`src/core/udm_pkg.sv`:
```
package udm_pkg;
  // ----------------------------------------------------------------
  // Operation codes presented to the execution block
  // ----------------------------------------------------------------
  typedef enum logic [2:0] {
    UDM_OP_DIVW,
    UDM_OP_DIVL,
    UDM_OP_ZXB,
    UDM_OP_ZXW,
    UDM_OP_FAR_MOVE,
    UDM_OP_INCW,
    UDM_OP_ADD_ONE_BYTE_OP,
    UDM_OP_TRAP
  } udm_op_t;

  // ----------------------------------------------------------------
  // Cycle counts at 200 MHz (one instruction cycle per clock)
  // ----------------------------------------------------------------
  localparam logic [4:0] UDM_DIV_CYC     = 5'h15;  // 21
  localparam logic [4:0] UDM_DIVW_Z_CYC  = 5'h05;  // 5
  localparam logic [4:0] UDM_DIVL_OV_CYC = 5'h04;  // 4
  localparam logic [4:0] UDM_ONE_CYC     = 5'h01;

  // Flag bit positions in the condition_flags word
  localparam int UDM_F_V = 0;
  localparam int UDM_F_C = 1;
  localparam int UDM_F_N = 2;
  localparam int UDM_F_Z = 3;
  localparam logic [2:0] UDM_LVL_ALL = 3'h7;
  localparam logic [15:0] UDM_SP_STEP = 16'h0002;
  localparam logic [15:0] UDM_VEC0_ADDR = 16'h0000;
  localparam logic [15:0] UDM_ILL_OP = 16'h0000;
endpackage

```
`src/core/udm_divider.sv`:
```
`timescale 1ns/100ps
// ------------------------------------------------------------------
// Restoring divider, one quotient bit per clock
// ------------------------------------------------------------------
module udm_divider #(
  parameter int W = 16
) (
  input  wire logic           clk,
  input  wire logic           rst_b,
  input  wire logic           start,
  input  wire logic [2*W-1:0] dividend,
  input  wire logic [W-1:0]   divisor,
  output logic                done,
  output logic [W-1:0]        quot,
  output logic [W-1:0]        rem
);
  logic [W:0]   rem_q;
  logic [W-1:0] quo_q;
  logic [W-1:0] dvs_q;
  logic [4:0]   cnt_q;
  logic         busy_q;
  logic [W:0]   trial;
  logic [W:0]   shifted;

  assign shifted = {rem_q[W-1:0], quo_q[W-1]};
  assign trial   = shifted - {1'b0, dvs_q};
  assign quot    = quo_q;
  assign rem     = rem_q[W-1:0];

  always_ff @(posedge clk or negedge rst_b) begin
    if (!rst_b) begin
      rem_q  <= '0;
      quo_q  <= '0;
      dvs_q  <= '0;
      cnt_q  <= 5'h00;
      busy_q <= 1'b0;
      done   <= 1'b0;
    end else begin
      done <= 1'b0;
      if (start) begin
        rem_q  <= {1'b0, dividend[2*W-1:W]};
        quo_q  <= dividend[W-1:0];
        dvs_q  <= divisor;
        cnt_q  <= 5'(W);
        busy_q <= 1'b1;
      end else if (busy_q) begin
        quo_q <= {quo_q[W-2:0], ~trial[W]};
        rem_q <= trial[W] ? shifted : trial;
        cnt_q <= cnt_q - 5'h01;
        if (cnt_q == 5'h01) begin
          busy_q <= 1'b0;
          done   <= 1'b1;
        end
      end
    end
  end
endmodule

```
`src/core/udm_decode.sv`:
```
`timescale 1ns/100ps
// ------------------------------------------------------------------
// Invalid opcode detector
// ------------------------------------------------------------------
module udm_decode (
  input  wire logic [15:0] opcode,
  output logic             illegal
);
  logic [7:0] hi;

  assign hi = opcode[15:8];
  assign illegal = (opcode == udm_pkg::UDM_ILL_OP)
                 || (hi >= 8'h6A && hi <= 8'h79)
                 || (hi == 8'h81)
                 || (hi >= 8'h98 && hi <= 8'h9F)
                 || (hi == 8'hEE) || (hi == 8'hEF);
endmodule

```
`src/core/udm_exec.sv`:
```
`timescale 1ns/100ps
// How it works
// - Word divide: dest over source; quotient to dest, rest to high word.
// - Long divide: high word and dest form 32-bit dividend over source.
// - Remainder not written when dest is high word, so quotient is kept.
// - Overflow on zero divisor, or long divisor times 65536 <= dividend.
// - On overflow source, high word and destination stay unmodified.
// - Divide sets carry on quotient overflow, always clears overflow flag.
// - Carry set: Z,N from divisor; carry clear: Z,N from quotient.
// - Word divide takes 21 cycles, 5 when divisor is zero.
// - Long divide takes 21 cycles, 4 on overflow.
// - Byte zero-extend clears upper byte; Z, N=bit7, keep C, clear V.
// - Word zero-extend clears only R1; clears N and V, keeps C.
// - Far pointer bits 15..0 go on address 16..1, address bit 0 low.
// - Plain operand reaches low 64K; pointer reaches full 128K.
// - Far move sets Z, N from data, keeps C, clears V.
// - Trap pushes status, next address plus one; vector 0; level ones.
// - Opcode 0000h and listed opcode bytes raise the trap, flags kept.
// - Word increment sets carry on FFFFh to 0000h wrap.
// - Byte increment yields word in a register, byte store in memory; carry when upper byte is 01h.
// - Increment sets Z, N for its size, V on signed wrap.
module udm_exec (
  input  wire logic             clk,
  input  wire logic             rst_b,
  input  wire logic             start,
  input  wire udm_pkg::udm_op_t op,
  input  wire logic [15:0]      opcode,
  input  wire logic [15:0]      src_val,
  input  wire logic [15:0]      dst_val,
  input  wire logic [15:0]      high_word_val,
  input  wire logic             dst_is_high,
  input  wire logic             dst_is_mem,
  input  wire logic             far_to_mem,
  input  wire logic [15:0]      far_data_in,
  input  wire logic [15:0]      next_pc,
  input  wire logic [15:0]      stack_pointer,
  input  wire logic [15:0]      condition_flags,
  input  wire logic [15:0]      vector_data,
  output logic                  busy,
  output logic                  done,
  output logic                  dst_we,
  output logic [15:0]           dst_wdata,
  output logic                  high_we,
  output logic [15:0]           high_wdata,
  output logic                  mem_we,
  output logic                  mem_re,
  output logic                  mem_byte,
  output logic [16:0]           mem_addr,
  output logic [15:0]           mem_wdata,
  output logic                  flags_we,
  output logic [3:0]            flags_out,
  output logic                  sp_we,
  output logic [15:0]           sp_wdata,
  output logic                  pc_we,
  output logic [15:0]           pc_wdata,
  output logic                  level_we,
  output logic [2:0]            interrupt_level_bits
);
  // ----------------------------------------------------------------
  // State
  // ----------------------------------------------------------------
  typedef enum logic [2:0] {
    UDM_IDLE, UDM_DIV, UDM_WAIT, UDM_PUSH2, UDM_VEC, UDM_FIN
  } udm_state_t;

  udm_state_t       st_q;
  udm_pkg::udm_op_t op_q;
  logic [4:0]       cyc_q;
  logic [4:0]       len_q;
  logic [15:0]      src_q;
  logic [15:0]      sp_q;
  logic [15:0]      pc_q;
  logic [3:0]       fl_q;
  logic             ovf_q;
  logic             dih_q;

  logic             is_ill;
  logic             div_start;
  logic             div_done;
  logic [15:0]      div_quot;
  logic [15:0]      div_rem;
  logic             is_long;
  logic [31:0]      dividend;
  logic             ovf_now;
  logic [16:0]      inc_w;
  logic [15:0]      inc_b;
  logic [15:0]      zxb;
  logic [16:0]      far_addr;

  udm_decode u_dec (
    .opcode  (opcode),
    .illegal (is_ill)
  );

  // Long form: high word above destination
  assign is_long  = (op == udm_pkg::UDM_OP_DIVL);
  assign dividend = is_long ? {high_word_val, dst_val}
                            : {16'h0000, dst_val};
  // Divisor times 65536 <= dividend is simply divisor <= high word
  assign ovf_now  = (src_val == 16'h0000)
                  || (is_long && src_val <= high_word_val);
  // A start while busy must not restart the divider under a running op
  assign div_start = start && st_q == UDM_IDLE && !is_ill && !ovf_now
                   && (op == udm_pkg::UDM_OP_DIVW || is_long);

  udm_divider #(.W(16)) u_div (
    .clk      (clk),
    .rst_b    (rst_b),
    .start    (div_start),
    .dividend (dividend),
    .divisor  (src_val),
    .done     (div_done),
    .quot     (div_quot),
    .rem      (div_rem)
  );

  assign inc_w    = {1'b0, dst_val} + 17'h00001;
  assign inc_b    = {8'h00, dst_val[7:0]} + 16'h0001;
  assign zxb      = {8'h00, dst_val[7:0]};
  assign far_addr = {dst_val, 1'b0};

  // ----------------------------------------------------------------
  // Sequencer
  // ----------------------------------------------------------------
  always_ff @(posedge clk or negedge rst_b) begin
    if (!rst_b) begin
      st_q  <= UDM_IDLE;
      op_q  <= udm_pkg::UDM_OP_DIVW;
      cyc_q <= 5'h00;
      len_q <= 5'h00;
      src_q <= 16'h0000;
      sp_q  <= 16'h0000;
      pc_q  <= 16'h0000;
      fl_q  <= 4'h0;
      ovf_q <= 1'b0;
      dih_q <= 1'b0;
      busy  <= 1'b0;
      done  <= 1'b0;
      dst_we <= 1'b0;
      dst_wdata <= 16'h0000;
      high_we <= 1'b0;
      high_wdata <= 16'h0000;
      mem_we <= 1'b0;
      mem_re <= 1'b0;
      mem_byte <= 1'b0;
      mem_addr <= 17'h00000;
      mem_wdata <= 16'h0000;
      flags_we <= 1'b0;
      flags_out <= 4'h0;
      sp_we <= 1'b0;
      sp_wdata <= 16'h0000;
      pc_we <= 1'b0;
      pc_wdata <= 16'h0000;
      level_we <= 1'b0;
      interrupt_level_bits <= 3'h0;
    end else begin
      done <= 1'b0;
      dst_we <= 1'b0;
      high_we <= 1'b0;
      mem_we <= 1'b0;
      mem_re <= 1'b0;
      mem_byte <= 1'b0;
      flags_we <= 1'b0;
      sp_we <= 1'b0;
      pc_we <= 1'b0;
      level_we <= 1'b0;
      cyc_q <= cyc_q + 5'h01;
      unique case (st_q)
        UDM_IDLE: begin
          cyc_q <= 5'h01;
          fl_q  <= condition_flags[3:0];
          src_q <= src_val;
          sp_q  <= stack_pointer;
          pc_q  <= next_pc;
          dih_q <= dst_is_high;
          if (start) begin
            busy <= 1'b1;
            op_q <= is_ill ? udm_pkg::UDM_OP_TRAP : op;
            if (is_ill || op == udm_pkg::UDM_OP_TRAP) begin
              // First push: status word
              mem_we    <= 1'b1;
              mem_addr  <= {stack_pointer, 1'b0};
              mem_wdata <= condition_flags;
              st_q      <= UDM_PUSH2;
            end else if (op == udm_pkg::UDM_OP_DIVW || is_long) begin
              ovf_q <= ovf_now;
              len_q <= !ovf_now ? udm_pkg::UDM_DIV_CYC
                     : is_long ? udm_pkg::UDM_DIVL_OV_CYC
                     : udm_pkg::UDM_DIVW_Z_CYC;
              st_q  <= ovf_now ? UDM_WAIT : UDM_DIV;
            end else begin
              len_q <= udm_pkg::UDM_ONE_CYC;
              st_q  <= UDM_FIN;
              if (op == udm_pkg::UDM_OP_FAR_MOVE) begin
                // Pointer reaches 128K, plain side stays in low 64K
                mem_addr  <= far_addr;
                mem_we    <= far_to_mem;
                mem_re    <= !far_to_mem;
                mem_wdata <= src_val;
              end
            end
          end
        end
        UDM_DIV: begin
          if (div_done) begin
            st_q <= UDM_WAIT;
          end
        end
        UDM_WAIT: begin
          // FIN raises done one edge later, so leave two counts early
          if (cyc_q >= len_q - 5'h02) begin
            st_q <= UDM_FIN;
          end
        end
        UDM_PUSH2: begin
          mem_we    <= 1'b1;
          mem_addr  <= {sp_q + udm_pkg::UDM_SP_STEP, 1'b0};
          mem_wdata <= pc_q + 16'h0001;
          mem_re    <= 1'b0;
          st_q      <= UDM_VEC;
        end
        UDM_VEC: begin
          mem_re   <= 1'b1;
          mem_addr <= {udm_pkg::UDM_VEC0_ADDR, 1'b0};
          st_q     <= UDM_FIN;
        end
        UDM_FIN: begin
          busy <= 1'b0;
          done <= 1'b1;
          st_q <= UDM_IDLE;
          unique case (op_q)
            udm_pkg::UDM_OP_DIVW, udm_pkg::UDM_OP_DIVL: begin
              // Only commit point of a divide
              flags_we <= 1'b1;
              flags_out[udm_pkg::UDM_F_V] <= 1'b0;
              flags_out[udm_pkg::UDM_F_C] <= ovf_q;
              flags_out[udm_pkg::UDM_F_Z] <= ovf_q
                ? (src_q == 16'h0000) : (div_quot == 16'h0000);
              flags_out[udm_pkg::UDM_F_N] <= ovf_q
                ? src_q[15] : div_quot[15];
              high_we    <= !ovf_q && !dih_q;
              high_wdata <= div_rem;
              dst_we     <= !ovf_q;
              dst_wdata  <= div_quot;
            end
            udm_pkg::UDM_OP_ZXB: begin
              dst_we    <= 1'b1;
              dst_wdata <= zxb;
              flags_we  <= 1'b1;
              flags_out <= {zxb == 16'h0000, zxb[7],
                            fl_q[udm_pkg::UDM_F_C], 1'b0};
            end
            udm_pkg::UDM_OP_ZXW: begin
              high_we    <= 1'b1;
              high_wdata <= 16'h0000;
              flags_we   <= 1'b1;
              flags_out  <= {1'b1, 1'b0,
                             fl_q[udm_pkg::UDM_F_C], 1'b0};
            end
            udm_pkg::UDM_OP_FAR_MOVE: begin
              dst_we    <= !mem_we;
              dst_wdata <= far_data_in;
              flags_we  <= 1'b1;
              flags_out <= mem_we
                ? {mem_wdata == 16'h0000, mem_wdata[15],
                   fl_q[udm_pkg::UDM_F_C], 1'b0}
                : {far_data_in == 16'h0000, far_data_in[15],
                   fl_q[udm_pkg::UDM_F_C], 1'b0};
            end
            udm_pkg::UDM_OP_INCW: begin
              dst_we    <= !dst_is_mem;
              mem_we    <= dst_is_mem;
              mem_byte  <= 1'b0;
              dst_wdata <= inc_w[15:0];
              mem_wdata <= inc_w[15:0];
              flags_we  <= 1'b1;
              flags_out <= {inc_w[15:0] == 16'h0000, inc_w[15],
                            inc_w[16],
                            dst_val == 16'h7FFF};
            end
            udm_pkg::UDM_OP_ADD_ONE_BYTE_OP: begin
              dst_we    <= !dst_is_mem;
              mem_we    <= dst_is_mem;
              mem_byte  <= dst_is_mem;
              dst_wdata <= inc_b;
              mem_wdata <= {8'h00, inc_b[7:0]};
              flags_we  <= 1'b1;
              flags_out <= {inc_b[7:0] == 8'h00, inc_b[7],
                            inc_b[8],
                            dst_val[7:0] == 8'h7F};
            end
            udm_pkg::UDM_OP_TRAP: begin
              // Flags untouched; vector 0 loads PC
              sp_we    <= 1'b1;
              sp_wdata <= sp_q + udm_pkg::UDM_SP_STEP
                          + udm_pkg::UDM_SP_STEP;
              pc_we    <= 1'b1;
              pc_wdata <= vector_data;
              level_we <= 1'b1;
              interrupt_level_bits <= udm_pkg::UDM_LVL_ALL;
            end
          endcase
        end
        default: st_q <= UDM_IDLE;
      endcase
    end
  end
endmodule

```
`config.mk`:
```
export PLATFORM = sky130hd
export DESIGN_NAME = udm_exec
export DESIGN_NICKNAME = d
export VERILOG_FILES = /design/src/core/udm_pkg.sv /design/src/core/udm_divider.sv /design/src/core/udm_decode.sv /design/src/core/udm_exec.sv
export SDC_FILE = /design/constraint.sdc
export NUM_CORES = 1
export LEC_CHECK = 0
export BUFFER_PORTS_ARGS = -buffer_cell sky130_fd_sc_hd__buf_2
export CAP_MARGIN = 20
export CORE_ASPECT_RATIO = 0.9
export CORE_MARGIN = 1.5
export CORE_UTILIZATION = 56
export CTS_CLUSTER_DIAMETER = 30
export CTS_CLUSTER_SIZE = 20
export DETAILED_ROUTE_END_ITERATION = 8
export HOLD_SLACK_MARGIN = 0.08
export PLACE_DENSITY = 0.8
export SLEW_MARGIN = 15
export SYNTH_ARGS = -nofsm -noshare
export SYNTH_HDL_FRONTEND = slang
export SYNTH_SLANG_ARGS = --single-unit
```
`constraint.sdc`:
```
create_clock -name clk -period 3.3 [get_ports clk]
set_clock_uncertainty 0.15 [all_clocks]
set_input_delay 0.66 -clock clk [delete_from_list [all_inputs] [get_ports clk]]
set_output_delay 0.66 -clock clk [all_outputs]
set_load 0.01 [all_outputs]
```
-- Word level (Yosys, flattened, before mapping)
Cells that the tools add are included.
- $add $sub $neg: 9
- $mul: 0
- div/mod/pow operators: 0
- order comparisons: 6
- equality and inequality tests: 27
- shift operators: 0
- multiplexer cells: 67
- bitwise operators: 2
- reductions and logical operators: 56
- operators with widths (kind ; number):
    16-bit 2-to-1 mux ; 9
    16-bit logical NOT ; 8
    16-bit one-hot mux with 5 select lines ; 1
    17-bit 2-to-1 mux ; 4
    16-bit one-hot mux with 2 select lines ; 2
    17-bit one-hot mux with 3 select lines ; 1
    16-bit one-hot mux with 3 select lines ; 1
    16-bit by 2-bit adder with 16-bit output, second input constant ; 2
    32-bit 2-to-1 mux ; 1
    1-bit 2-to-1 mux ; 28
    5-bit 2-to-1 mux ; 5
    3-bit == test, second input constant ; 8
    8-bit == test, second input constant ; 3
    4-bit one-hot mux with 6 select lines ; 1
    3-bit 2-to-1 mux ; 6
    16-bit by 1-bit adder with 17-bit output, second input constant ; 1
    17-bit by 16-bit subtractor with 17-bit output ; 1
    16-bit by 1-bit adder with 16-bit output, second input constant ; 1
    16-bit by 15-bit == test with 1-bit output, second input constant ; 1
    16-bit less-or-equal comparator ; 1
    3-bit one-hot mux with 5 select lines ; 1
    3-bit by 2-bit == test with 1-bit output, second input constant ; 4
    2-bit AND reduction ; 6
    8-bit by 1-bit adder with 9-bit output, second input constant ; 1
    35 further kinds ; 70
- register bits: 234
- bits in latches: 0
- memory bits (writable): 0
- ROM bits: 0
- input bits: 153
- output and inout bits: 115
- logic and storage cells: 200
- memories kept: 0

-- Longest topological paths before layout
- word-level depth: 12
- gate-level depth with buffers: 12
- depth with buffers taken out: 11

-- Hierarchy
Synthesis repeated with hierarchy kept, for this count alone.
- cells, all modules: 1531
- area, all modules: 13694.4 µm²
- by module, submodules not included (module ; times used ; cells each ; area each (µm²) ; seq. area each (µm²)):
    udm_exec ; 1 ; 1147 ; 10239.8 ; 4379.2
    udm_divider ; 1 ; 367 ; 3343.2 ; 1376.3
    udm_decode ; 1 ; 17 ; 111.4 ; 0.0

-- Worst setup path before layout
OpenSTA, ideal clock, no wires.
- path kind: register -> register
- from: reg u_div.rem_q[6]
- to: reg u_div.rem_q[10]
- library setup time: 133 ps
- arrival time: 2651 ps
- required time: 3017 ps
- slack: 366 ps
- cell stages (with the launch flop): 11
- path buffers: 1
- period minus slack after synthesis: 2934 ps
- path through: dfrtp_1 > ha_1 > a21o_1 > a2111oi_0 > nand4_1 > a311oi_2 > o31ai_1 > xnor2_2 > buf_4 > mux2i_1 > o211ai_1
- word-level cells in the longest chain between the ends: 4
- ends and longest elaborated chain (what ; RTL line ; RTL):
    start: declaration ; udm_divider.sv:17 ; logic [W:0] rem_q;
    start signal: assignment ; udm_divider.sv:41 ; rem_q <= {1'b0, dividend[2*W-1:W]};
    start signal: assignment ; udm_divider.sv:48 ; rem_q <= trial[W] ? shifted : trial;
    17-bit by 16-bit subtractor with 17-bit output ; udm_divider.sv:26 ; assign trial = shifted - {1'b0, dvs_q};
    16-bit 2-to-1 mux ; udm_divider.sv:48 ;
    16-bit 2-to-1 mux ; udm_divider.sv:46 ; end else if (busy_q) begin
    16-bit 2-to-1 mux ; udm_divider.sv:40 ; if (start) begin
Every way passes these cells. The select of a mux whose other input is x is not followed.
A chain may end at the register's enable or synchronous reset.

-- Final worst setup path
- from: reg u_div.rem_q[6]
- to: reg u_div.rem_q[13]
Same word-level chain as after synthesis.

==> impl_metrics.tcl <==
set metrics [dict create \
    syn_area_per_cell_um2 9.02 \
    setup_tns_ps 0 \
    worstReg2RegStart "u_div.rem_q[6]" \
    hold_start "vector_data[15]" \
    fin_crit_ps 3100 \
    grt_max_degree 72 \
    syn_area_mm2 0.0132 \
    max-cap-violations 0 \
    synthToLayoutAreaGrowth_pct 26.6 \
    io_pins 268 \
    row_count 53 \
    gr-usage-all-layers_pct 34.5 \
    ant_nets 0 \
    setup_violations 0 \
    crit_fanout 6 \
    synthFlopType "dfrtp_1" \
    drc 0 \
    max_freq_ghz 0.322 \
    die_h_um 149 \
    ff2ff_path_depth 10 \
    globalplace.congestion 1.00 \
    postPlaceCellArea_mm2 0.0150 \
    status "finished, final reports clean" \
    initial_core_util_pct 56.8 \
    maxSlewViolCount 0 \
    mostFrequentLayoutCells "265 x buf_2, 232 x nand2_1, 230 x dfrtp_1, 114 x o21ai_0, 89 x nor2_1" \
    clk_latency_ps 550 \
    cp-start-kind "flip-flop" \
    clk_pin_slew_ps 50 \
    routedWlPerCell_um 20.3 \
    drive_gt1_share_pct 26.9 \
    cts_tree "done" \
    critPathKind "reg2reg" \
    drt_pass1_iterations 6 \
    fillCellCount 1731 \
    yosys_register_bits 230 \
    register_area_mm2 0.00576 \
    synth_warnings 0 \
    irDropWorstVdd_mv 0.708 \
    hold_path_depth 3 \
    synth-seq-area-share_pct 43.5 \
    insertedDiodeCount 0 \
    fin_nets 1941 \
    drt-total-wl_mm 42.2 \
    slew_headroom_pct 39.5 \
    min_path_type "in2reg" \
    ys_types 69 \
    syn_nets 1666 \
    die_area_mm2 0.0246 \
    hold_violations 0 \
    p_leak_nw 7.88 \
    async_flop_share_pct 100 \
    critPathArrivalTime_ps 3380 \
    die_x_um 165 \
    dp_cells 1988 \
    dr.first_iter.drc_count 1639 \
    grt.overflow.total 0 \
    hpwl_mm 30.5 \
    whs_ps 145 \
    root_buffer "clkbuf_16" \
    cts-buffers-inserted 51 \
    core_mm2 0.0233 \
    multi_input_area_mm2 0.00687 \
    cts.sinks 230 \
    grt_pass1_wl_mm 65.3 \
    synth-edff-count 0 \
    via_count 12600 \
    grt_pass1_vias 11900 \
    clock_path_buffers 3 \
    worstPathRequired_ps 3580 \
    synth_cells 1466 \
    fin_cells 2085 \
    final_common_cell "buf_2" \
    crit_start "u_div.rem_q[6]" \
    power_density_mw_per_mm2 1070 \
    htreeDepth 2 \
    worst_pin_slew_ps 899 \
    worst_setup_path_end_kind "flip-flop" \
    portBuffers 266 \
    postLayoutCellArea_mm2 0.0167 \
    antenna_found_initial 0 \
    finalCritPeriodShare_pct 94.1 \
    vias_per_cell 6.04 \
]
[routing by layer]
metal | part of all wire [%] | track usage, %
met2 | 44 | 50.9
met4 | 3.2 | 10.8
met1 | 43 | 50.7
met3 | 11 | 7.37
met5 | 0 | 0
[per-stage QoR]
stage,total power [mW],setup slack [ps],util [%]
6_report,17.9,196,71.9
3_5_place_dp,12.5,104,64.3
4_1_cts,17.7,83.3,71.8
5_1_grt,18.9,-22.1,71.9
3_3_place_gp,12.3,156,64.3
2_1_floorplan,10.2,366,-
[layout make-up]
type	count	area share [%]
inverters	64	1.44
flip-flops and latches	230	34.4
well taps	302	2.26
repair buffers	315	10.5
clock buffers	62	8.17
clock inverters	33	2.23
multi-input cells	1079	41.0
[Yosys cell counts, types with 20 or more instances]
cell / n / share of area, %
dfrtp_1: 230 / 44
xor2_1: 37 / 2.5
nor4_1: 27 / 1.3
xnor2_1: 46 / 3.0
inv_1: 61 / 1.7
o22ai_1: 20 / 0.95
o21ai_0: 114 / 4.3
mux2_2: 56 / 4.8
nand2_1: 232 / 6.6
a21oi_1: 77 / 2.9
nor2_1: 89 / 2.5
nor3_1: 29 / 1.1
o221ai_1: 23 / 1.5
ha_1: 46 / 4.4
nand3_1: 62 / 2.3
clkbuf_1: 73 / 2.1
mux2i_1: 45 / 3.4
[worst paths after layout]
kind | endpoint | slack, ps
worst max-delay path | u_div.rem_q[13] | 200
worst min-delay path | pc_wdata[15] | 140
worst max register to register | u_div.rem_q[13] | 200
worst min register to register | pc_wdata[4] | 310
max in group asynchronous | dst_wdata[14] | 1680
min in group asynchronous | sp_wdata[11] | 530
[power by group]
| group | leakage [nW] | internal (mW) | total [mW] | switching (mW) |
|---|---|---|---|---|
| clock | 0.848 | 3.42 | 5.09 | 1.67 |
| sequential | 2.77 | 4.08 | 5.21 | 1.14 |
| combinational | 4.26 | 3.21 | 7.54 | 4.33 |
| total | 7.88 | 10.7 | 17.9 | 7.14 |
[worst max-delay path: stages (launching register included)]
cell and delay (ps):
dfrtp_1 410, ha_1 320, a21o_1 200, a2111oi_1 380
nand4_1 200, a311oi_2 360, o31ai_2 120, xnor2_2 150
buf_4 160, and3_1 190, a221o_1 340
[state kept, by name (all words and copies together), names as in the netlist, 3 cells and up]
name         count
sp_wdata        16
u_div.cnt_q      5
u_div.dvs_q     16
high_wdata      16
sp_q            16
dst_wdata       16
pc_q            16
u_div.quot      16
len_q            3
u_div.rem_q     16
op_q             3
src_q           16
mem_addr        16
st_q             3
pc_wdata        16
flags_out        4
cyc_q            5
mem_wdata       16
[timing repair]
item / in CTS / in global routing
gates resized for setup: 0 / 3
hold buffers: 1 / 0
setup buffers: 0 / 0
setup endpoints to repair: 0 / 11
hold endpoints to repair: 67 / 0
[cells by family (layout without fill, tap and decap cells)]
family / Yosys count / count (layout) / synth area share (%)
compound gates: 332 / 332 / 15.5
xor+xnor: 84 / 84 / 5.62
fa+ha+maj: 47 / 47 / 4.50
buf+inv: 157 / 474 / 4.69
flops: 230 / 230 / 43.5
mux: 101 / 101 / 8.17
other cells: 1 / 1 / 0.0284
simple gates: 514 / 514 / 17.9
Power figures use the tool's default switching activity.
